[config.mk]
export PLATFORM = sky130hd
export DESIGN_NAME = mad_top
export DESIGN_NICKNAME = d
export VERILOG_FILES = /design/src/mad_pkg.sv /design/src/mad_sync.sv /design/src/mad_clk_div.sv /design/src/mad_top.sv
export SDC_FILE = /design/constraint.sdc
export NUM_CORES = 1
export LEC_CHECK = 0
export BUFFER_PORTS_ARGS = -buffer_cell sky130_fd_sc_hd__buf_2
export CELL_PAD_IN_SITES_DETAIL_PLACEMENT = 0
export CELL_PAD_IN_SITES_GLOBAL_PLACEMENT = 1
export CORE_MARGIN = 2
export CORE_UTILIZATION = 41
export CTS_BUF_LIST = sky130_fd_sc_hd__clkbuf_4 sky130_fd_sc_hd__clkbuf_8 sky130_fd_sc_hd__clkbuf_16
export DETAILED_ROUTE_END_ITERATION = 7
export PLACE_DENSITY_LB_ADDON = 0.1
export SETUP_SLACK_MARGIN = 0.02
export SLEW_MARGIN = 20
export SYNTH_ARGS = -nofsm -noshare
export SYNTH_HDL_FRONTEND = slang
export SYNTH_SLANG_ARGS = --single-unit
[constraint.sdc]
create_clock -name hclk -period 2.4 [get_ports hclk]
set_clock_uncertainty 0.2 [all_clocks]
set_input_delay 0 -clock hclk [delete_from_list [all_inputs] [get_ports hclk]]
set_output_delay 0 -clock hclk [all_outputs]
set_load 0.01 [all_outputs]
[src/mad_pkg.sv]
package mad_pkg;

    // ****************************************************
    // register indices (byte address is four times these)
    // ****************************************************
    localparam logic [7:0] IDX_STATUS   = 8'h12;
    localparam logic [7:0] IDX_IRQ_EN   = 8'h16;
    localparam logic [7:0] IDX_POLARITY = 8'h17;
    localparam logic [7:0] IDX_BIAS     = 8'h3a;
    localparam logic [7:0] IDX_PIN_SEL  = 8'h40;
    localparam logic [7:0] IDX_CLK_CTRL = 8'h41;
    localparam logic [7:0] IDX_ROUTE    = 8'h42;
    localparam logic [7:0] IDX_PULL     = 8'h43;

    // ****************************************************
    // field positions
    // ****************************************************
    localparam int BIT_SHORT      = 10;
    localparam int BIT_DETECT     = 9;
    localparam int PIN_STAT_LSB   = 0;
    localparam int SHORT_THR_LSB  = 6;
    localparam int DET_THR_LSB    = 3;
    localparam int BIAS_EN_BIT    = 2;
    localparam int CLK_EN_BIT     = 0;
    localparam int CLK_DIV_LSB    = 1;
    localparam int ROUTE_PIN1_BIT = 0;
    localparam int ROUTE_MCLK_BIT = 1;
    localparam int ROUTE_AIF_BIT  = 2;
    localparam int ROUTE_PIN6_BIT = 3;
    localparam int ROUTE_TRIS_BIT = 4;
    localparam int PULLDN_LSB     = 8;

    // ****************************************************
    // widths and reset values
    // ****************************************************
    localparam int NUM_PINS  = 6;
    localparam int DIV_W     = 4;
    localparam int SEL_W     = 4;
    localparam logic [1:0] RST_FLAGS     = 2'h0;
    localparam logic [1:0] RST_IRQ_EN    = 2'h0;
    localparam logic [1:0] RST_POLARITY  = 2'h0;
    localparam logic [1:0] RST_SHORT_THR = 2'h0;
    localparam logic [2:0] RST_DET_THR   = 3'h0;
    localparam logic       RST_BIAS_EN   = 1'b0;
    localparam logic [4:0] RST_ROUTE     = 5'h00;
    localparam logic [3:0] RST_CLK_DIV   = 4'h0;

    // ****************************************************
    // pin function codes
    // ****************************************************
    localparam logic [3:0] FN_INPUT   = 4'h0;
    localparam logic [3:0] FN_CLK     = 4'h1;
    localparam logic [3:0] FN_LOW     = 4'h2;
    localparam logic [3:0] FN_HIGH    = 4'h3;
    localparam logic [3:0] FN_LOCK    = 4'h4;
    localparam logic [3:0] FN_TEMP    = 4'h5;
    localparam logic [3:0] FN_IRQ     = 4'h7;
    localparam logic [3:0] FN_DET_A   = 4'h8;
    localparam logic [3:0] FN_SHORT_A = 4'h9;
    localparam logic [3:0] FN_DET_B   = 4'ha;
    localparam logic [3:0] FN_SHORT_B = 4'hb;

    // ****************************************************
    // carriers
    // ****************************************************
    typedef struct packed {
        logic       short_det;
        logic       detect;
    } mad_det_t;

    typedef struct packed {
        logic [1:0] short_thr;
        logic [2:0] det_thr;
        logic       enable;
    } mad_bias_cfg_t;

endpackage : mad_pkg

[src/mad_sync.sv]
`timescale 1ns/1ns
module mad_sync #(
    parameter int WIDTH = 1
) (
    // clock and reset
    input  wire logic             hclk,
    input  wire logic             hresetn,
    // asynchronous in, synchronous out
    input  wire logic [WIDTH-1:0] d,
    output logic      [WIDTH-1:0] q
);

    // first stage feeds only the second
    logic [WIDTH-1:0] meta_reg;

    always_ff @(posedge hclk or negedge hresetn) begin
        if (!hresetn) begin
            meta_reg <= '0;
            q        <= '0;
        end else begin
            meta_reg <= d;
            q        <= meta_reg;
        end
    end

endmodule : mad_sync

[src/mad_clk_div.sv]
`timescale 1ns/1ns
module mad_clk_div #(
    parameter int DIV_W = 4
) (
    // clock and reset
    input  wire logic             hclk,
    input  wire logic             hresetn,
    // control
    input  wire logic             enable,
    input  wire logic [DIV_W-1:0] div,
    // divided clock, period 2*(div+1) cycles
    output logic                  clk_out
);

    logic [DIV_W-1:0] count_reg;

    always_ff @(posedge hclk or negedge hresetn) begin
        if (!hresetn) begin
            count_reg <= '0;
            clk_out   <= 1'b0;
        end else if (!enable) begin
            // held low while disabled so the pin sees no runt pulse
            count_reg <= '0;
            clk_out   <= 1'b0;
        end else if (count_reg >= div) begin
            count_reg <= '0;
            clk_out   <= ~clk_out;
        end else begin
            count_reg <= count_reg + 1'b1;
        end
    end

endmodule : mad_clk_div

[src/mad_top.sv]
// Functional notes
// - both detections feed codec interrupt logic, each with own enable and polarity.
// - detection flags are sticky and readable until software clears them.
// - writing one clears a flag; zero leaves it untouched.
// - short flag sits at bit 10 of status register 12h, reset 0.
// - current-detect flag sits at bit 9 of status register 12h, reset 0.
// - irq enables at bits 10 and 9 of 16h, reset 0.
// - a flag reaches codec irq only while its enable is 1.
// - polarity selects at bits 10 and 9 of 17h, reset 0.
// - flags are set by detector level seen through its polarity select.
// - short threshold code in 3Ah bits 7:6, reset 00, sent to detector.
// - current threshold code in 3Ah bits 5:3, reset 000.
// - bias detect enable at 3Ah bit 2 turns both detectors on.
// - function 1000 drives current detect, 1001 short detect onto pin.
// - detection status on a pin is high when asserted.
// - polarity selects never invert what a pin drives.
// - both detections also go to the main interrupt controller.
// - pin 2 takes alternative master clock when master clock source is 1.
// - function 0001 drives divided system clock onto the pin.
// - divided clock toggles only while enabled, else held inactive.
// - function codes decode input, clock, low, high, lock, temp, irq, detections.
`timescale 1ns/1ns
module mad_top (
    // clock and reset
    input  wire logic                      hclk,
    input  wire logic                      hresetn,
    // ahb-lite slave
    input  wire logic                      hsel,
    input  wire logic [31:0]               haddr,
    input  wire logic [1:0]                htrans,
    input  wire logic                      hwrite,
    input  wire logic [2:0]                hsize,
    input  wire logic [31:0]               hwdata,
    input  wire logic                      hready,
    output logic                           hreadyout,
    output logic [31:0]                    hrdata,
    output logic                           hresp,
    // analogue detector interface
    input  wire mad_pkg::mad_det_t         det_raw,
    output mad_pkg::mad_bias_cfg_t         bias_cfg,
    // other on-chip status levels
    input  wire logic                      fll_lock_raw,
    input  wire logic                      temp_ok_raw,
    // interrupt outputs
    output logic                           codec_irq,
    output mad_pkg::mad_det_t              main_irq_det,
    // gpio pins
    input  wire logic [5:0]                gpio_in,
    output logic      [5:0]                gpio_out,
    output logic      [5:0]                gpio_oe_n,
    output logic      [5:0]                pin_pullup_en,
    output logic      [5:0]                pin_pulldown_en,
    output logic                           alt_master_clock_sel
);

    // ****************************************************
    // synchronisers
    // ****************************************************
    logic [9:0]        sync_q;
    mad_pkg::mad_det_t det_s;
    logic              lock_s;
    logic              temp_s;
    logic [5:0]        pin_s;

    mad_sync #(
        .WIDTH (10)
    ) u_sync (
        .hclk    (hclk),
        .hresetn (hresetn),
        .d       ({gpio_in, temp_ok_raw, fll_lock_raw, det_raw}),
        .q       (sync_q)
    );

    assign det_s  = sync_q[1:0];
    assign lock_s = sync_q[2];
    assign temp_s = sync_q[3];
    assign pin_s  = sync_q[9:4];

    // ****************************************************
    // bus slave, one wait state per transfer
    // ****************************************************
    logic       busy_reg;
    logic       wr_reg;
    logic [7:0] idx_reg;
    logic       addr_ok_reg;
    logic       take;
    logic       wr_done;
    logic [15:0] wdata;

    assign take    = hsel && hready && htrans[1];
    assign wr_done = busy_reg && wr_reg && addr_ok_reg;
    assign wdata   = hwdata[15:0];

    always_ff @(posedge hclk or negedge hresetn) begin
        if (!hresetn) begin
            busy_reg    <= 1'b0;
            wr_reg      <= 1'b0;
            idx_reg     <= 8'h00;
            addr_ok_reg <= 1'b0;
        end else if (busy_reg) begin
            busy_reg <= 1'b0;
        end else if (take) begin
            busy_reg    <= 1'b1;
            wr_reg      <= hwrite;
            idx_reg     <= haddr[9:2];
            addr_ok_reg <= (haddr[31:10] == 22'h000000) && (haddr[1:0] == 2'h0);
        end
    end

    always_ff @(posedge hclk or negedge hresetn) begin
        if (!hresetn) begin
            hreadyout <= 1'b1;
            hresp     <= 1'b0;
        end else begin
            // low during the first data-phase cycle, high again after it
            hreadyout <= busy_reg || !take;
            hresp     <= 1'b0;
        end
    end

    // ****************************************************
    // control registers
    // ****************************************************
    logic [1:0]  irq_en_reg;
    logic [1:0]  invert_reg;
    logic [23:0] pin_sel_reg;
    logic        clk_en_reg;
    logic [3:0]  clk_div_reg;
    logic [4:0]  route_reg;

    always_ff @(posedge hclk or negedge hresetn) begin
        if (!hresetn) begin
            irq_en_reg <= mad_pkg::RST_IRQ_EN;
        end else if (wr_done && idx_reg == mad_pkg::IDX_IRQ_EN) begin
            irq_en_reg <= {wdata[mad_pkg::BIT_SHORT], wdata[mad_pkg::BIT_DETECT]};
        end
    end

    always_ff @(posedge hclk or negedge hresetn) begin
        if (!hresetn) begin
            invert_reg <= mad_pkg::RST_POLARITY;
        end else if (wr_done && idx_reg == mad_pkg::IDX_POLARITY) begin
            invert_reg <= {wdata[mad_pkg::BIT_SHORT], wdata[mad_pkg::BIT_DETECT]};
        end
    end

    always_ff @(posedge hclk or negedge hresetn) begin
        if (!hresetn) begin
            bias_cfg.short_thr <= mad_pkg::RST_SHORT_THR;
            bias_cfg.det_thr   <= mad_pkg::RST_DET_THR;
            bias_cfg.enable    <= mad_pkg::RST_BIAS_EN;
        end else if (wr_done && idx_reg == mad_pkg::IDX_BIAS) begin
            bias_cfg.short_thr <= wdata[mad_pkg::SHORT_THR_LSB +: 2];
            bias_cfg.det_thr   <= wdata[mad_pkg::DET_THR_LSB +: 3];
            bias_cfg.enable    <= wdata[mad_pkg::BIAS_EN_BIT];
        end
    end

    always_ff @(posedge hclk or negedge hresetn) begin
        if (!hresetn) begin
            pin_sel_reg <= 24'h000000;
        end else if (wr_done && idx_reg == mad_pkg::IDX_PIN_SEL) begin
            pin_sel_reg <= hwdata[23:0];
        end
    end

    always_ff @(posedge hclk or negedge hresetn) begin
        if (!hresetn) begin
            clk_en_reg  <= 1'b0;
            clk_div_reg <= mad_pkg::RST_CLK_DIV;
        end else if (wr_done && idx_reg == mad_pkg::IDX_CLK_CTRL) begin
            clk_en_reg  <= hwdata[mad_pkg::CLK_EN_BIT];
            clk_div_reg <= hwdata[mad_pkg::CLK_DIV_LSB +: mad_pkg::DIV_W];
        end
    end

    always_ff @(posedge hclk or negedge hresetn) begin
        if (!hresetn) begin
            route_reg <= mad_pkg::RST_ROUTE;
        end else if (wr_done && idx_reg == mad_pkg::IDX_ROUTE) begin
            route_reg <= hwdata[4:0];
        end
    end

    always_ff @(posedge hclk or negedge hresetn) begin
        if (!hresetn) begin
            pin_pullup_en   <= 6'h00;
            pin_pulldown_en <= 6'h00;
        end else if (wr_done && idx_reg == mad_pkg::IDX_PULL) begin
            pin_pullup_en   <= hwdata[5:0];
            pin_pulldown_en <= hwdata[mad_pkg::PULLDN_LSB +: 6];
        end
    end

    assign alt_master_clock_sel = route_reg[mad_pkg::ROUTE_MCLK_BIT];

    // ****************************************************
    // detection flags
    // ****************************************************
    logic [1:0] flag_reg;
    logic [1:0] det_lvl;
    logic [1:0] flag_set;
    logic [1:0] flag_clr;

    assign det_lvl  = {det_s.short_det, det_s.detect};
    // detectors are off while bias detect is disabled
    assign flag_set = {2{bias_cfg.enable}} & (det_lvl ^ invert_reg);
    assign flag_clr = (wr_done && idx_reg == mad_pkg::IDX_STATUS) ?
                      {wdata[mad_pkg::BIT_SHORT], wdata[mad_pkg::BIT_DETECT]} : 2'h0;

    always_ff @(posedge hclk or negedge hresetn) begin
        if (!hresetn) begin
            flag_reg <= mad_pkg::RST_FLAGS;
        end else begin
            // set wins over a coincident clear
            flag_reg <= (flag_reg & ~flag_clr) | flag_set;
        end
    end

    always_ff @(posedge hclk or negedge hresetn) begin
        if (!hresetn) begin
            codec_irq    <= 1'b0;
            main_irq_det <= '0;
        end else begin
            codec_irq    <= |(flag_reg & irq_en_reg);
            main_irq_det <= det_s;
        end
    end

    // ****************************************************
    // read data
    // ****************************************************
    logic [31:0] rd_mux;

    always_comb begin
        rd_mux = 32'h00000000;
        if (addr_ok_reg) begin
            unique case (idx_reg)
                mad_pkg::IDX_STATUS: begin
                    rd_mux[mad_pkg::BIT_SHORT]        = flag_reg[1];
                    rd_mux[mad_pkg::BIT_DETECT]       = flag_reg[0];
                    rd_mux[mad_pkg::PIN_STAT_LSB +: 6] = pin_s;
                end
                mad_pkg::IDX_IRQ_EN: begin
                    rd_mux[mad_pkg::BIT_SHORT]  = irq_en_reg[1];
                    rd_mux[mad_pkg::BIT_DETECT] = irq_en_reg[0];
                end
                mad_pkg::IDX_POLARITY: begin
                    rd_mux[mad_pkg::BIT_SHORT]  = invert_reg[1];
                    rd_mux[mad_pkg::BIT_DETECT] = invert_reg[0];
                end
                mad_pkg::IDX_BIAS: begin
                    rd_mux[mad_pkg::SHORT_THR_LSB +: 2] = bias_cfg.short_thr;
                    rd_mux[mad_pkg::DET_THR_LSB +: 3]   = bias_cfg.det_thr;
                    rd_mux[mad_pkg::BIAS_EN_BIT]        = bias_cfg.enable;
                end
                mad_pkg::IDX_PIN_SEL: begin
                    rd_mux[23:0] = pin_sel_reg;
                end
                mad_pkg::IDX_CLK_CTRL: begin
                    rd_mux[mad_pkg::CLK_EN_BIT]                   = clk_en_reg;
                    rd_mux[mad_pkg::CLK_DIV_LSB +: mad_pkg::DIV_W] = clk_div_reg;
                end
                mad_pkg::IDX_ROUTE: begin
                    rd_mux[4:0] = route_reg;
                end
                mad_pkg::IDX_PULL: begin
                    rd_mux[5:0]                       = pin_pullup_en;
                    rd_mux[mad_pkg::PULLDN_LSB +: 6] = pin_pulldown_en;
                end
                default: begin
                    rd_mux = 32'h00000000;
                end
            endcase
        end
    end

    always_ff @(posedge hclk or negedge hresetn) begin
        if (!hresetn) begin
            hrdata <= 32'h00000000;
        end else if (busy_reg && !wr_reg) begin
            hrdata <= rd_mux;
        end
    end

    // ****************************************************
    // clock output divider
    // ****************************************************
    logic div_clk;

    mad_clk_div #(
        .DIV_W (mad_pkg::DIV_W)
    ) u_clk_div (
        .hclk    (hclk),
        .hresetn (hresetn),
        .enable  (clk_en_reg),
        .div     (clk_div_reg),
        .clk_out (div_clk)
    );

    // ****************************************************
    // pin function multiplexers
    // ****************************************************
    logic [5:0] route_ok;

    // pins whose pads are shared with other functions drive only when freed
    always_comb begin
        route_ok    = {6{~route_reg[mad_pkg::ROUTE_TRIS_BIT]}};
        route_ok[0] = route_ok[0] & route_reg[mad_pkg::ROUTE_PIN1_BIT];
        route_ok[1] = route_ok[1] & ~route_reg[mad_pkg::ROUTE_MCLK_BIT];
        route_ok[2] = route_ok[2] & ~route_reg[mad_pkg::ROUTE_AIF_BIT];
        route_ok[3] = route_ok[3] & ~route_reg[mad_pkg::ROUTE_AIF_BIT];
        route_ok[4] = route_ok[4] & ~route_reg[mad_pkg::ROUTE_AIF_BIT];
        route_ok[5] = route_ok[5] & ~route_reg[mad_pkg::ROUTE_PIN6_BIT];
    end

    genvar p;
    generate
        for (p = 0; p < mad_pkg::NUM_PINS; p = p + 1) begin : g_pin
            logic [3:0] sel;
            logic       lvl;
            logic       drive;

            assign sel = pin_sel_reg[p*mad_pkg::SEL_W +: mad_pkg::SEL_W];

            // detection levels go out raw: polarity selects are not applied
            always_comb begin
                lvl   = 1'b0;
                drive = 1'b1;
                unique case (sel)
                    mad_pkg::FN_CLK:     lvl = div_clk;
                    mad_pkg::FN_LOW:     lvl = 1'b0;
                    mad_pkg::FN_HIGH:    lvl = 1'b1;
                    mad_pkg::FN_LOCK:    lvl = lock_s;
                    mad_pkg::FN_TEMP:    lvl = temp_s;
                    mad_pkg::FN_IRQ:     lvl = codec_irq;
                    mad_pkg::FN_DET_A,
                    mad_pkg::FN_DET_B:   lvl = det_s.detect;
                    mad_pkg::FN_SHORT_A,
                    mad_pkg::FN_SHORT_B: lvl = det_s.short_det;
                    default:             drive = 1'b0;
                endcase
            end

            always_ff @(posedge hclk or negedge hresetn) begin
                if (!hresetn) begin
                    gpio_out[p]  <= 1'b0;
                    gpio_oe_n[p] <= 1'b1;
                end else begin
                    gpio_out[p]  <= lvl;
                    gpio_oe_n[p] <= ~(drive && route_ok[p]);
                end
            end
        end
    endgenerate

endmodule : mad_top

# == Word-level counts from Yosys, hierarchy flattened ==
# Index checks and enable logic that the tools add are counted.
# W data, S select, Z words.
# word_totals
word_cells,203
output_inout_bits,68
register_bits,142
inputBits,84
# op_classes
addsub,1
order_cmp,1
eq_ne,69
n_reduce_logical,45
bitwise_logic,22
muxes,28
# ops
op,n
$eq A4 B4 Y1 const B,24
$eq A4 B3 Y1 const B,18
$reduce_or A10 Y1,6
$eq A4 B2 Y1 const B,12
$pmux W1 S7,6
$eq A8 B7 Y1 const B,4
$reduce_or A2 Y1,13
$eq A4 B1 Y1 const B,6
$eq A8 B5 Y1 const B,3
$mux W24,1
$logic_not A22 Y1,1
$logic_and A1 B1 Y1,20
$pmux W2 S5,2
$pmux W3 S6,1
$not A1 Y1,12
$mux W1,10
$mux W10,1
$eq A8 B6 Y1 const B,1
$mux W4,2
$and A2 B2 Y2,3
$pmux W3 S2,1
$add A4 B1 Y4 const B,1
$and A1 B1 Y1,4
$ge A4 B4 Y1,1
other kinds (12),13

# == Longest topological paths before layout ==
# depth
depth_word,7
depth_mapped,6
ltp_nobuf,6

# == By module ==
# A second synthesis with hierarchy kept.
# unflattened
hier_cells,474
hier_area_um2,5816.8
# by_module_without_submodules
module,instances,area_per_inst_um2,cells_per_inst,seq_area_each_um2
mad_top,1,5008.6,425,2736.4
mad_sync,1,500.5,20,500.5
mad_clk_div,1,307.8,29,125.1

# == Worst setup path before layout ==
# No wires, ideal clock.
# synth_path
path_type,reg2reg
startpoint,reg idx_reg[2]
endpoint,reg pin_pulldown_en[0]
path_stages_with_launch,7
path_buffers,2
t_arrival_ns,1.766
setup_slack_ns,0.309
synth_period_minus_slack_ns,2.091
setup_time_ns,0.125
required_time_ns,2.075
path_cell_list,dfrtp_1 > buf_6 > nor4b_4 > and2_4 > and3_4 > buf_6 > mux2_2
# synth_between
elab_chain_cells,2
# synth_rtl
item,line_no,rtl
"start, declared",mad_top.sv:84,logic [7:0] idx_reg;
"start signal, assigned",mad_top.sv:105,idx_reg <= haddr[9:2];
$eq A8 B7 Y1,mad_top.sv:189,end else if (wr_done && idx_reg == mad_pkg::IDX_PULL) begin
$logic_and A1 B1 Y1,mad_top.sv:189,
"end signal, assigned",mad_top.sv:191,pin_pulldown_en <= hwdata[mad_pkg::PULLDN_LSB +: 6];
"end, declared",mad_top.sv:52,"output logic [5:0] pin_pulldown_en,"
# No other way between the ends.
# A chain may end at the register's enable or synchronous reset.

# == Worst setup path in the final report ==
# layout_path
startpoint,in haddr[31]
endpoint,reg addr_ok_reg
# layout_between
elab_chain_cells,2
# layout_rtl
item,line_no,rtl
"start, declared",mad_top.sv:29,"input wire logic [31:0] haddr,"
$logic_not A22 Y1,mad_top.sv:106,addr_ok_reg <= (haddr[31:10] == 22'h000000) && (haddr[1:0] == 2'h0);
$logic_and A1 B1 Y1,mad_top.sv:106,
"end signal, assigned",mad_top.sv:106,
"end, declared",mad_top.sv:85,logic addr_ok_reg;
# No other way between the ends.

==> impl_results.md <==
- Clock Latency Late Sink: 0.42 ns
- Share of Yosys cell area claimed by the top area cell type: 0.541
- Gr usage total: 0.209
- Initial drt markers: 259
- Antenna Violating Nets Remaining: 0
- Gate Count Post-Synth: 489
- Grt met3 use: 0.0412
- Power per cell area: 712 nW/um^2
- Reg2reg start: idx_reg[2]
- Overflow after GRT: 0
- Critical path required time: 2.53 ns
- Hold Crit Class: in2async
- FF/Latch Area: 3360 sq um
- Ys flop type: dfrtp_1
- Core Footprint: 13900 sq um
- DR WL/cell: 17.3 um
- Routing usage on met1: 0.277
- Fill count: 1234
- Yosys top cell by area: dfrtp_1
- Crit start category: input pin
- IO buf count: 130
- Number of global-route vias before repair: 4476
- R2R Path End: hrdata[22]
- Layout area overhead: 34.6%
- Final min period: 2.15 ns
- Unrepaired setup endpoints after global routing: false
- TritonCTS Buffers: 17
- Sw Share: 0.236
- Worst r2r path cells: 5
- Clock Pin Slew Worst Setup and Hold Paths: 0.06 ns
- Setup Viol. Count Final: 0
- Antenna Cells: 0
- Crit path capture type: flop
- Fraction of layout cells with a size suffix above 1: 0.369
- Remaining DRCs: 0
- Commonest non-fill, non-tap cell in the layout: buf_2
- Die ar.: 15300 sq um
- Setup TNS: 0 ns
- Sequential power share: 0.444
- Clk pwr share: 0.447
- TritonCTS clock tree: built
- Final Cycle Share: 0.896
- Root Driver: clkbuf_16
- Placed cells: 789
- R2R setup slack: 0.35 ns
- Status: complete, no violations
- Final Hold Violating Endpoints: 0
- Switching power: 1330 uW
- Multi-input logic area: 2300 sq um
- Pint: 4290 uW
- Initial Util: 0.421
- Drt via density: 5.19
- Arr. time, crit path: 2.28 ns
- Fmax: 465 MHz
- IO Count: 152
- WL final: 15200 um
- CTS-repair resized insts: 0
- Synth Register Bits: 134
- Row count: 43
- Chip height: 124 um
- Register area share after synthesis: 0.573
- Clock Path Buffers: 2
- YS warnings: 0
- Final slew viol count: 0
- Ys async rst share: 1.00
- Combinational share of power: 0.109
- Antenna violations before repair: 0
- Commonest non-fill, non-tap cells in the layout: buf_2 (130), dfrtp_1 (127), nand2_1 (61), mux2_2 (61), dlygate4sd3_1 (58)
- Number of max-cap violations: 0
- Library cells used by synthesis: 52
- Width of the die: 124 um
- Gr busiest metal: met2
- VDD IR max: 0.476 mV
- Vias after detailed routing: 4571
- First-pass GRT wire length: 23500 um
- Pre-antenna DRT Iters: 4
- CTS H-Tree Depth: 4
- Hpwl dp: 10400 um
- Setup CP Type: in2reg
- Synth Cell Area: 5870 sq um
- CP max FO: 1
- Clock sink count: 134
- Layout Cells excl Fill: 880
- Largest net degree at the start of global routing: 65
- Gp weighted congestion: 0.753
- Top cells by area, synth: dfrtp_1 (54%), mux2_2 (12%), nand2_1 (3.9%), dfstp_2 (3.1%), a22o_1 (2.5%)
- Post-synth EDFFs: 0
- Avg Cell Area, Syn: 12.0 sq um
- Grt met2 use: 0.343
- P_leak: 0.00382 uW
- Nets: 776
## cells in the mapped netlist (5+ instances only)
master,number
dfrtp_1,127
mux2_2,61
buf_2,5
nand3_1,11
inv_1,11
a22o_1,17
o31ai_1,5
a21oi_1,7
dfstp_2,7
o32ai_1,5
o21ai_0,20
buf_4,10
nor2_1,14
nand4_1,12
a22oi_1,9
nor2b_1,9
clkbuf_1,16
nor4_1,7
nand2_1,61
ha_1,5
## repair_timing
action	4_1_cts	5_1_grt
buffers inserted	0	0
hold buffers	59	0
endpoints found under the hold margin	210	0
## per-stage QoR
step | setup slack (ns) | total power, uW | cell area (sq um) | util | hold WS, ns
2_1_floorplan | 0.309 | 2810 | 5900 | - | -0.496
3_3_place_gp | 0.368 | 3050 | 6730 | 0.483 | -0.266
3_5_place_dp | 0.337 | 3070 | 6730 | 0.483 | -0.262
4_1_cts | 0.305 | 5680 | 7900 | 0.567 | 0.00161
5_1_grt | 0.148 | 5870 | 7900 | 0.567 | 0.00729
6_report | 0.251 | 5620 | 7900 | 0.567 | 0.0000802
## how the worst max path moves through the flow
stage	from	end	slack, ns	cells past startpoint
6_report	haddr[31]	addr_ok_reg	0.25	7
5_1_grt	haddr[31]	addr_ok_reg	0.15	7
4_1_cts	haddr[31]	addr_ok_reg	0.31	7
3_5_place_dp	idx_reg[2]	hrdata[17]	0.34	5
3_3_place_gp	idx_reg[2]	hrdata[15]	0.37	5
2_1_floorplan	idx_reg[2]	pin_pulldown_en[0]	0.31	6
## layer usage
metal,up-vias,routed length (um)
li1,2159,-
met1,2262,6590
met2,131,7540
met3,19,894
met4,0,219
met5,-,0
## cells by family after synthesis
logic type,Yosys count,share of synthesized area
and+or+nand+nor,144,0.128
AOI/OAI and AO/OA,86,0.105
buffers and inverters,48,0.0407
DFF,134,0.573
muxes,67,0.136
other,1,0.000639
adders and majority gates,5,0.0107
xor gates and xnor gates,4,0.00597
## power by group through the flow
stage               Combinational (uW)  Sequential, uW  Clock (uW)
floorplan                          319            2490           0
CTS                                619            2490        2570
global route                       678            2510        2680
global placement                   527            2530           0
detailed placement                 540            2530           0
finish                             614            2490        2510
## area by class of cell
cell class                 instances  share of cell area
inverter                          12             0.00570
tap                              180              0.0285
clock buffer                      28              0.0675
clock inverter                     4             0.00602
sequential                       134               0.426
timing repair buffer             207               0.176
multi-input combinational        315               0.291
## critical path, cell delays in order
cell and delay [ns]:
dlygate4sd3_1 0.54, buf_2 0.12, nor4_1 0.15, dlygate4sd3_1 0.58
nand4_1 0.07, dlygate4sd3_1 0.57, o31ai_1 0.23
(Power assumes the default switching activity.)
